### src/hdl/mpc_clock_defs.vh
// constants for the mac phy interface clocking block
`ifndef MPC_CLOCK_DEFS_VH
`define MPC_CLOCK_DEFS_VH

// interface select codes
`define MPC_SEL_MII       2'h0
`define MPC_SEL_RMII      2'h1
`define MPC_SEL_GMII      2'h2
`define MPC_SEL_RGMII     2'h3

// line speed codes
`define MPC_SPEED_10      2'h0
`define MPC_SPEED_100     2'h1
`define MPC_SPEED_1000    2'h2

// clock figures in kHz
`define MPC_MCLK_KHZ      125000
`define MPC_PLL_IN_KHZ    25000
`define MPC_PLL_MULT      10
`define MPC_SEC_DIV_A     2
`define MPC_SEC_DIV_B     5
`define MPC_GIG_KHZ       125000
`define MPC_MDIO_MAX_KHZ  2500
`define MPC_MDIO_TYP_KHZ  1000

// peripheral clock is the processor clock over this ratio
`define MPC_PERIPH_RATIO  6
`define MPC_PERIPH_HALF   8'h03
`define MPC_PERIPH_KHZ    (`MPC_MCLK_KHZ / `MPC_PERIPH_RATIO)

// least management half period, in peripheral ticks, rounded up
`define MPC_MDIO_MIN_HALF ((`MPC_PERIPH_KHZ + 2 * `MPC_MDIO_MAX_KHZ - 1) / (2 * `MPC_MDIO_MAX_KHZ))

// rmii data phase at 10 Mbps: one in this many reference edges
`define MPC_RMII_SLOW_DIV 4'ha

// sync settle cycles before the select pins are captured
`define MPC_STRAP_WAIT    3'h4

`endif

### src/hdl/mpc_clock_control.v
// clock selection and generation for the mac phy interface
// Function
// [RULE1] select pins: 00 mii, 01 rmii, 10 gmii, 11 rgmii, set in hardware
// [RULE2] only the selected interface carries frame data at any time
// [RULE3] mii: phy supplies both line clocks, 2.5/25 MHz; never 1000 Mbps
// [RULE4] rmii: both directions clocked from 50 MHz reference; line clocks ignored
// [RULE5] rmii splits each data phase in two; pins change at 5/50 MHz
// [RULE6] gmii: phy gives both clocks at 10/100; rx clock from phy at 1000
// [RULE7] gmii 1000: device drives gigabit tx clock from secondary reference /2
// [RULE8] rgmii: device drives tx clock and 125 MHz reference; phy makes rx clock (code forwards the secondary reference and expects /5, 50 MHz)
// [RULE9] reference clock output stops while the device is in reset
// [RULE10] rgmii: half-width data, speed taken from phy receive stream
// [RULE11] management clock is peripheral clock over software divisor, at most 2.5 MHz
// [RULE12] peripheral clock is processor clock over six, fixed
// [RULE13] secondary reference is 25 MHz times ten over five or two
// [RULE14] select pins are static; routing is captured once after reset
`timescale 1ns/1ns
`include "mpc_clock_defs.vh"
module mpc_clock_control (
   // clock and reset
   input  wire       mclk_i,
   input  wire       reset_i,
   // configuration pins
   input  wire [1:0] phy_interface_select_i,
   // line clocks from the phy and reference pins
   input  wire       tx_line_clock_in_i,
   input  wire       rx_line_clock_in_i,
   input  wire       rmii_reference_clock_in_i,
   input  wire       secondary_reference_clock_i,
   // rgmii receive control and data, for in-band speed
   input  wire       rgmii_rx_ctl_i,
   input  wire [3:0] rgmii_rxd_i,
   // software settings
   input  wire [1:0] line_speed_i,
   input  wire       sec_div_five_i,
   input  wire [7:0] mdio_half_div_i,
   // generated clocks
   output reg        gigabit_tx_clock_out_o,
   output reg        rgmii_reference_clock_o,
   output wire       peripheral_clock_o,
   output wire       mdio_clock_o,
   // data phase strobes
   output reg        tx_phase_o,
   output reg        rx_phase_o,
   // status
   output reg  [3:0] interface_active_o,
   output reg  [1:0] line_speed_o,
   output reg        config_error_o,
   output reg        sec_div_mismatch_o
);

   localparam ST_WAIT = 2'b01;
   localparam ST_RUN  = 2'b10;

   // pin order: tx line, rx line, rmii ref, secondary ref, rx ctl, rxd, select
   localparam NPIN = 11;

   // one-hot view of the selected interface
   function [3:0] mpc_onehot;
      input [1:0] sel;
      begin
         mpc_onehot = 4'h1 << sel;
      end
   endfunction

   // secondary reference frequency in kHz for the chosen divider
   function [31:0] mpc_sec_khz;
      input five;
      begin
         if (five)
            mpc_sec_khz = `MPC_PLL_IN_KHZ * `MPC_PLL_MULT / `MPC_SEC_DIV_B;
         else
            mpc_sec_khz = `MPC_PLL_IN_KHZ * `MPC_PLL_MULT / `MPC_SEC_DIV_A;
      end
   endfunction

   wire [NPIN-1:0] pins_raw;
   reg  [NPIN-1:0] sync1;
   reg  [NPIN-1:0] sync2;
   reg  [NPIN-1:0] sync3;
   reg  [NPIN-1:0] pins;
   reg  [NPIN-1:0] pins_d;
   wire [NPIN-1:0] pins_rise;

   reg  [1:0]      state;
   reg  [1:0]      next_state;
   reg  [2:0]      settle;
   reg  [1:0]      sel;
   reg  [1:0]      rgmii_speed;
   reg  [3:0]      rmii_count;
   reg             next_tx;
   reg             next_rx;
   reg  [1:0]      speed_now;
   wire            running;
   wire            rmii_edge;
   wire            rmii_phase;
   wire            periph_rise;
   wire [7:0]      mdio_half;
   reg  [1:0]      next_rgmii_speed;
   reg  [3:0]      next_rmii_count;
   reg  [3:0]      next_active;
   reg             next_gig;
   reg             next_ref;
   reg             next_cfg;
   reg             next_mismatch;

   assign pins_raw = {phy_interface_select_i, rgmii_rxd_i, rgmii_rx_ctl_i,
                      secondary_reference_clock_i, rmii_reference_clock_in_i,
                      rx_line_clock_in_i, tx_line_clock_in_i};

   // three-stage sync; a change is taken once stages two and three agree
   always @(posedge mclk_i or posedge reset_i) begin
      if (reset_i) begin
         sync1  <= {NPIN{1'b0}};
         sync2  <= {NPIN{1'b0}};
         sync3  <= {NPIN{1'b0}};
         pins   <= {NPIN{1'b0}};
         pins_d <= {NPIN{1'b0}};
      end else begin
         sync1  <= pins_raw;
         sync2  <= sync1;
         sync3  <= sync2;
         pins   <= (sync2 & sync3) | (pins & (sync2 | sync3));
         pins_d <= pins;
      end
   end

   assign pins_rise = pins & ~pins_d;
   assign running   = (state == ST_RUN);

   // capture the select pins once after reset, then hold them
   always @* begin
      next_state = state;
      case (state)
         ST_WAIT: begin
            if (settle == `MPC_STRAP_WAIT)
               next_state = ST_RUN;
         end
         ST_RUN: begin
            next_state = ST_RUN;
         end
         default: begin
            next_state = ST_WAIT;
         end
      endcase
   end

   always @(posedge mclk_i or posedge reset_i) begin
      if (reset_i) begin
         state  <= ST_WAIT;
         settle <= 3'h0;
         sel    <= `MPC_SEL_MII;
      end else begin
         state <= next_state;
         if (state == ST_WAIT) begin
            settle <= settle + 3'h1;
            sel    <= pins[10:9]; // [RULE1] [RULE14]
         end
      end
   end

   // rgmii in-band speed, taken between frames from the receive stream
   always @* begin
      next_rgmii_speed = rgmii_speed;
      if (running && sel == `MPC_SEL_RGMII && pins_rise[1] && !pins[4]) begin
         // in-band code 3 is not a speed and leaves the last one in place
         if (pins[7:6] != 2'h3)
            next_rgmii_speed = pins[7:6]; // [RULE10]
      end
   end

   always @(posedge mclk_i or posedge reset_i) begin
      if (reset_i) begin
         rgmii_speed <= `MPC_SPEED_10;
      end else begin
         rgmii_speed <= next_rgmii_speed;
      end
   end

   always @* begin
      if (sel == `MPC_SEL_RGMII)
         speed_now = rgmii_speed; // [RULE10]
      else if (sel != `MPC_SEL_GMII && line_speed_i == `MPC_SPEED_1000)
         speed_now = `MPC_SPEED_100;
      else
         speed_now = line_speed_i;
   end

   // rmii: every reference edge at 100 Mbps, one in ten at 10 Mbps
   assign rmii_edge  = pins_rise[2];
   assign rmii_phase = rmii_edge &&
                       (speed_now != `MPC_SPEED_10 || rmii_count == 4'h0); // [RULE5]

   always @* begin
      next_rmii_count = rmii_count;
      if (running && sel == `MPC_SEL_RMII && rmii_edge) begin
         if (rmii_count + 4'h1 >= `MPC_RMII_SLOW_DIV)
            next_rmii_count = 4'h0;
         else
            next_rmii_count = rmii_count + 4'h1;
      end
   end

   always @(posedge mclk_i or posedge reset_i) begin
      if (reset_i) begin
         rmii_count <= 4'h0;
      end else begin
         rmii_count <= next_rmii_count;
      end
   end

   // per-interface source of the transmit and receive data phases
   always @* begin
      next_tx = 1'b0;
      next_rx = 1'b0;
      if (running) begin
         if (sel == `MPC_SEL_MII) begin
            next_tx = pins_rise[0]; // [RULE3]
            next_rx = pins_rise[1]; // [RULE3]
         end else if (sel == `MPC_SEL_RMII) begin
            next_tx = rmii_phase; // [RULE4]
            next_rx = rmii_phase; // [RULE4]
         end else if (sel == `MPC_SEL_GMII) begin
            next_tx = (speed_now == `MPC_SPEED_1000) ? pins_rise[3] : pins_rise[0]; // [RULE6] [RULE7]
            next_rx = pins_rise[1]; // [RULE6]
         end else begin
            next_tx = pins_rise[3]; // [RULE8]
            next_rx = pins_rise[1]; // [RULE8]
         end
      end
   end

   always @(posedge mclk_i or posedge reset_i) begin
      if (reset_i) begin
         tx_phase_o             <= 1'b0;
         rx_phase_o             <= 1'b0;
         interface_active_o     <= 4'h0;
         line_speed_o           <= `MPC_SPEED_10;
         gigabit_tx_clock_out_o <= 1'b0;
         rgmii_reference_clock_o <= 1'b0;
         config_error_o         <= 1'b0;
         sec_div_mismatch_o     <= 1'b0;
      end else begin
         tx_phase_o              <= next_tx;
         rx_phase_o              <= next_rx;
         interface_active_o      <= next_active;
         line_speed_o            <= speed_now;
         gigabit_tx_clock_out_o  <= next_gig;
         // held low in reset by the asynchronous clear
         rgmii_reference_clock_o <= next_ref; // [RULE9]
         config_error_o          <= next_cfg;
         sec_div_mismatch_o      <= next_mismatch;
      end
   end

   // status and forwarded clocks for the output flops above
   always @* begin
      next_active   = 4'h0;
      next_gig      = 1'b0;
      next_ref      = 1'b0;
      next_cfg      = 1'b0;
      next_mismatch = 1'b0;
      if (running) begin
         next_active = mpc_onehot(sel); // [RULE2]
         if (sel == `MPC_SEL_GMII) begin
            // gigabit clock sourced here only at 1000; it needs the /2 setting
            next_gig      = pins[3] && speed_now == `MPC_SPEED_1000; // [RULE7]
            next_mismatch = (mpc_sec_khz(sec_div_five_i) != `MPC_GIG_KHZ); // [RULE13]
         end else if (sel == `MPC_SEL_RGMII) begin
            // rgmii forwards both clocks and expects the /5 setting
            next_gig      = pins[3]; // [RULE8]
            next_ref      = pins[3]; // [RULE8] [RULE9]
            next_mismatch = !sec_div_five_i; // [RULE8] [RULE13]
         end else begin
            // mii and rmii cannot run at 1000
            next_cfg = (line_speed_i == `MPC_SPEED_1000); // [RULE3]
         end
      end
   end

   // management divisor clamped so the clock never exceeds its ceiling
   localparam [31:0] MDIO_MIN_W = `MPC_MDIO_MIN_HALF;
   localparam [7:0]  MDIO_MIN   = MDIO_MIN_W[7:0];

   assign mdio_half = (mdio_half_div_i < MDIO_MIN) ? MDIO_MIN : mdio_half_div_i;

   mpc_divider u_periph (
      .mclk_i  (mclk_i),
      .reset_i (reset_i),
      .run_i   (1'b1),
      .tick_i  (1'b1),
      .half_i  (`MPC_PERIPH_HALF), // [RULE12]
      .clk_o   (peripheral_clock_o),
      .rise_o  (periph_rise)
   );

   mpc_divider u_mdio (
      .mclk_i  (mclk_i),
      .reset_i (reset_i),
      .run_i   (1'b1),
      .tick_i  (periph_rise),
      .half_i  (mdio_half), // [RULE11]
      .clk_o   (mdio_clock_o),
      .rise_o  ()
   );

endmodule // mpc_clock_control

### src/hdl/mpc_divider.v
// tick-driven clock divider with a rise strobe
`timescale 1ns/1ns
module mpc_divider (
   // clock and reset
   input  wire       mclk_i,
   input  wire       reset_i,
   // control
   input  wire       run_i,
   input  wire       tick_i,
   input  wire [7:0] half_i,
   // outputs
   output reg        clk_o,
   output reg        rise_o
);

   reg  [7:0] count;
   wire       wrap;

   assign wrap = (count + 8'h01 >= half_i);

   always @(posedge mclk_i or posedge reset_i) begin
      if (reset_i) begin
         count  <= 8'h00;
         clk_o  <= 1'b0;
         rise_o <= 1'b0;
      end else if (!run_i) begin
         count  <= 8'h00;
         clk_o  <= 1'b0;
         rise_o <= 1'b0;
      end else begin
         rise_o <= 1'b0;
         if (tick_i) begin
            if (wrap) begin
               count  <= 8'h00;
               clk_o  <= ~clk_o;
               rise_o <= ~clk_o;
            end else begin
               count <= count + 8'h01;
            end
         end
      end
   end

endmodule // mpc_divider

### config.mk
export PLATFORM = sky130hd
export DESIGN_NAME = mpc_clock_control
export DESIGN_NICKNAME = d
export VERILOG_FILES = /design/src/hdl/mpc_clock_control.v /design/src/hdl/mpc_divider.v
export VERILOG_INCLUDE_DIRS = /design/src /design/src/hdl
export SDC_FILE = /design/constraint.sdc
export NUM_CORES = 1
export LEC_CHECK = 0
export BUFFER_PORTS_ARGS = -buffer_cell sky130_fd_sc_hd__buf_2
export CAP_MARGIN = 20
export CORE_UTILIZATION = 45
export DETAILED_ROUTE_END_ITERATION = 10
export PLACE_DENSITY_LB_ADDON = 0.1
export SYNTH_ARGS = -nofsm -noshare
export SYNTH_HDL_FRONTEND = slang
export SYNTH_HIERARCHICAL = 1
export SYNTH_SLANG_ARGS = --single-unit
export TNS_END_PERCENT = 30
### constraint.sdc
create_clock -name mclk_i -period 6.1 [get_ports mclk_i]
set_clock_uncertainty 0.05 [all_clocks]
set_input_delay 1.83 -clock mclk_i [delete_from_list [all_inputs] [get_ports mclk_i]]
set_output_delay 1.83 -clock mclk_i [all_outputs]
set_load 0.03 [all_outputs]
## Yosys cells after proc, flatten, opt, wreduce, memory -nomap -nowiden

Index checks and enable logic that the tools add are counted.

| operators by class | value |
|---|---|
| add/sub/neg operators | 4 |
| order comparisons | 4 |
| eq/ne operators | 12 |
| shifts and indexed selects | 1 |
| muxes and demuxes | 32 |
| bitwise operators | 8 |
| reduce and logical (&&, ||, !) cells | 16 |

Operators by type and width:

| kind | number |
|---|---|
| $mux W32 | 2 |
| $ne A32 B17 Y1 const B | 1 |
| $mux W8 | 3 |
| $and A11 B11 Y11 | 2 |
| $or A11 B11 Y11 | 2 |
| $mux W1 | 20 |
| $mux W17 | 1 |
| $add A8 B1 Y8 const B | 2 |
| $eq A2 B2 Y1 const B | 5 |
| $ge A8 B2 Y1 const B | 1 |
| $ge A8 B8 Y1 | 1 |
| $logic_and A1 B1 Y1 | 8 |
| $lt A8 B3 Y1 const B | 1 |
| $mux W4 | 2 |
| $mux W2 | 3 |
| $ne A2 B2 Y1 const B | 3 |
| $add A4 B1 Y4 const B | 1 |
| $and A4 B4 Y4 | 1 |
| $eq A2 B1 Y1 const B | 2 |
| $ge A4 B4 Y1 const B | 1 |
| $logic_not A4 Y1 | 1 |
| $not A4 Y4 | 1 |
| $pmux W2 S2 | 1 |
| $reduce_and A2 Y1 | 2 |
| 8 further kinds | 10 |

| storage, ports and cells | value |
|---|---|
| bits in registers | 92 |

## Depth between registers and ports, before layout

| logic depth | value |
|---|---|
| word-level depth | 10 |
| gate-level depth with buffers | 9 |
| mapped depth without buffers | 9 |

## Cells and area by module

Netlist, hierarchy kept.

By module, submodules not included:

| module | times used | cells an instance | area each (um^2) |
|---|---|---|---|
| mpc_clock_control | 1 | 175 | 2381.0 |
| mpc_divider | 2 | 70 | 724.4 |

## Least setup slack after synthesis

OpenSTA, ideal clock, no wires.

| path | value |
|---|---|
| path type | input-to-reg |
| from | in mdio_half_div_i[6] |
| to | reg u_mdio.count[0] |
| library setup time | 74 ps |
| arrival | 3888 ps |
| slack | 2088 ps |
| stages | 9 |
| buffers on the path | 0 |
| cells stage by stage | or4_1 -> nor2_1 -> a21o_1 -> ha_1 -> nand2b_4 -> a2111oi_4 -> a2111oi_4 -> or3_1 -> o21ai_2 |

| between the ends | value |
|---|---|
| cells in the longest elaborated chain, start to end | 4 |

Ends and longest elaborated chain:

| element | line | source |
|---|---|---|
| start: declaration | mpc_clock_control.v:36 | `input wire [7:0] mdio_half_div_i,` |
| $lt A8 B3 Y1 | mpc_clock_control.v:285 | `assign mdio_half = (mdio_half_div_i < MDIO_MIN) ? MDIO_MIN : mdio_half_div_i;` |
| $mux W8 | mpc_clock_control.v:285 |  |
| named net mdio_half[0] | mpc_clock_control.v:98 | `wire [7:0] mdio_half;` |
| $ge A8 B8 Y1 | mpc_divider.v:19 | `assign wrap = (count + 8'h01 >= half_i);` |
| $mux W8 | mpc_divider.v:33 | `if (wrap) begin` |
| end signal: assignment | mpc_divider.v:38 | `count <= count + 8'h01;` |
| end: declaration | mpc_divider.v:16 | `reg [7:0] count;` |

The timed path passes the listed nets, and every way through them passes these cells.
A chain may end at the register's enable or synchronous reset.

## Worst setup path in the final report

| path | value |
|---|---|
| from | in mdio_half_div_i[6] |
| to | reg u_mdio.count[1] |

The elaborated chain is that of the path after synthesis.

==> summary.md <==
| Metric | Value |
|---|---|
| Dpl cells | 460 |
| Routed wl met3 | 223 um |
| Largest net degree at the start of global routing | 66 |
| VDD IR max | 0.000151 V |
| Vias | 2338 |
| Crit path time final | 3.91 ns |
| CTS buffer count | 9 |
| Mapped Area | 3800 um^2 |
| Cell mode on critical path | a2111oi_4 |
| Initial antenna violation count | 0 |
| Top layer in use | met4 |
| Most common cell after layout, fill and taps aside | dfrtp_1 |
| LEAKAGE | 2.10 nW |
| Detail Route Antenna Nets | 0 |
| Power Density | 276 nW/um^2 |
| Flop2flop setup slack | 3.51 ns |
| CP Class | input port to flip-flop |
| # clock sinks | 84 |
| Final nets | 415 |
| Mean Syn Cell Area | 12.1 um^2 |
| Post-CTS resize count | 0 |
| Row count | 33 |
| Die width | 93.9 um |
| Reg clk slew, reported paths | 0.09 ns |
| Max Clock Freq | 256 MHz |
| Rel. slew slack | 0.471 |
| First-pass GRT wire length | 10700 um |
| GRT overflow | 0 |
| Crit path DAT | 4.15 ns |
| Type of the worst min-delay path | flip-flop to flip-flop |
| Global Route Usage Sum | 0.158 |
| I/O pins | 38 |
| Post-CTS Setup Inserts | 0 |
| Core ar. | 8180 um^2 |
| Syn-to-layout area delta | 14.1% |
| Wl on met1 | 2880 um |
| Die H | 93.9 um |
| Diodes inserted | 0 |
| RSZ-0062 raised after global routing | no |
| Setup TNS | 0 ns |
| Pins Over Slew Limit | 0 |
| Die ar. | 8820 um^2 |
| Critical path launch point type | input port |
| CTS tree | yes |
| Final setup fails | 0 |
| DP HPWL | 4200 um |
| Count of final hold-check violations | 0 |
| Drt first pass iters | 4 |
| Clock Latency Late Sink | 0.36 ns |
| Max clock buf depth | 2 |
| Slowest cell on the critical path | or4_1 |
| Final WL | 5980 um |
| CTS H-Tree Depth | 3 |
| Outcome | finished, final reports clean |
| Routed wl met2 | 2780 um |
| CP Max Fanout | 7 |
| Starting Density | 0.465 |
| Largest stage delay, worst path | 0.54 ns |
| Via-to-Cell Ratio | 4.91 |
| DR WL/cell | 12.6 um |
| Vias in the first global route | 2390 |
| Hold_buf cts | 0 |
| CTS root buffer | clkbuf_8 |
| Buffers on Ports | 35 |
| Crit-path cells | buf_2, or4_1, nor2_1, a21o_1, ha_1, nand2b_4, a2111oi_4, a2111oi_4, nor3_4, a22o_1 |
| Max-Cap Viols | 0 |
| Post-route clock period utilization | 0.640 |
| Highest-count cells in the layout ignoring fill and taps | dfrtp_1 (83), buf_2 (35), inv_1 (29) |
| Cell Count, Final, Fillers Out | 476 |
| Fill cell total of the finished layout | 746 |
| First DRT Iteration DRCs | 113 |
| Layout cells sized above 1 | 0.205 |
| Synth warn | 6 |
| CP Data Required Time | 6.34 ns |
| Crit. End Element | flip-flop |
| Post-Syn Instances | 313 |
| DR DRC count | 0 |
| Least-Margin Pin Slew | 0.793 ns |
| Routability congestion estimate | 0.751 |
[report_power, final]
part	switching, mW	internal [mW]
clock network	0.215	0.196
logic	0.0875	0.0685
registers	0.0335	0.597
total	0.336	0.862
[area by class of cell]
cell class	count	area (um^2)	share of cell area
well taps	105	131	0.0303
repair buffers	36	183	0.0421
flip-flops and latches	84	2100	0.485
multi-input cells	205	1600	0.369
inverters	30	113	0.0260
clock buffers	9	124	0.0286
clock inverters	7	83.8	0.0193
[final timing paths]
kind	from	end	cells past startpoint
min in group asynchronous	reset_i	u_mdio/count[6]$_DFFE_PP0P_	2
min reg2reg	sync1[3]$_DFF_PP0_	sync2[3]$_DFF_PP0_	0
max reg2reg	u_mdio/count[0]$_DFFE_PP0P_	u_mdio/count[1]$_DFFE_PP0P_	9
max	mdio_half_div_i[6]	u_mdio/count[1]$_DFFE_PP0P_	10
max in group asynchronous	reset_i	state[1]$_DFFE_PP0P_	3
min	sync1[3]$_DFF_PP0_	sync2[3]$_DFF_PP0_	0
[sequential cells by signal, summed over array words and instances (netlist names), 2 cells and up]
register            count
pins                    9
settle                  3
sync1                   9
sync2                   9
u_periph/count          8
sel                     2
rmii_count              4
interface_active_o      4
sync3                   9
line_speed_o            2
pins_d                  4
state                   2
u_mdio/count            8
rgmii_speed             2
[layer usage]
metal / GRT usage / vias to the layer above
li1: - / 1163
met1: 0.208 / 1126
met2: 0.246 / 39
met3: 0.0445 / 10
met4: 0.0667 / 0
met5: 0 / -
[critical path, delay by kind of cell]
kind | cells | cell delay (ns)
AOI/OAI and AO/OA | 4 | 0.83
and+or+nand+nor | 4 | 1.16
buffers and inverters | 1 | 0.10
adders and majority gates | 1 | 0.22
[stage by stage]
stage | worst slack, ns | cell area [um^2] | power [mW] | utilization | hold slack, ns
floorplan | 2.09 | 3860 | 0.756 | - | 0.281
global placement | 1.86 | 4130 | 0.793 | 0.505 | 0.283
detailed placement | 1.82 | 4130 | 0.799 | 0.505 | 0.285
CTS | 2.20 | 4340 | 1.22 | 0.530 | 0.300
global route | 2.08 | 4340 | 1.26 | 0.530 | 0.312
finish | 2.19 | 4340 | 1.20 | 0.530 | 0.301
(Power assumes the default switching activity.)
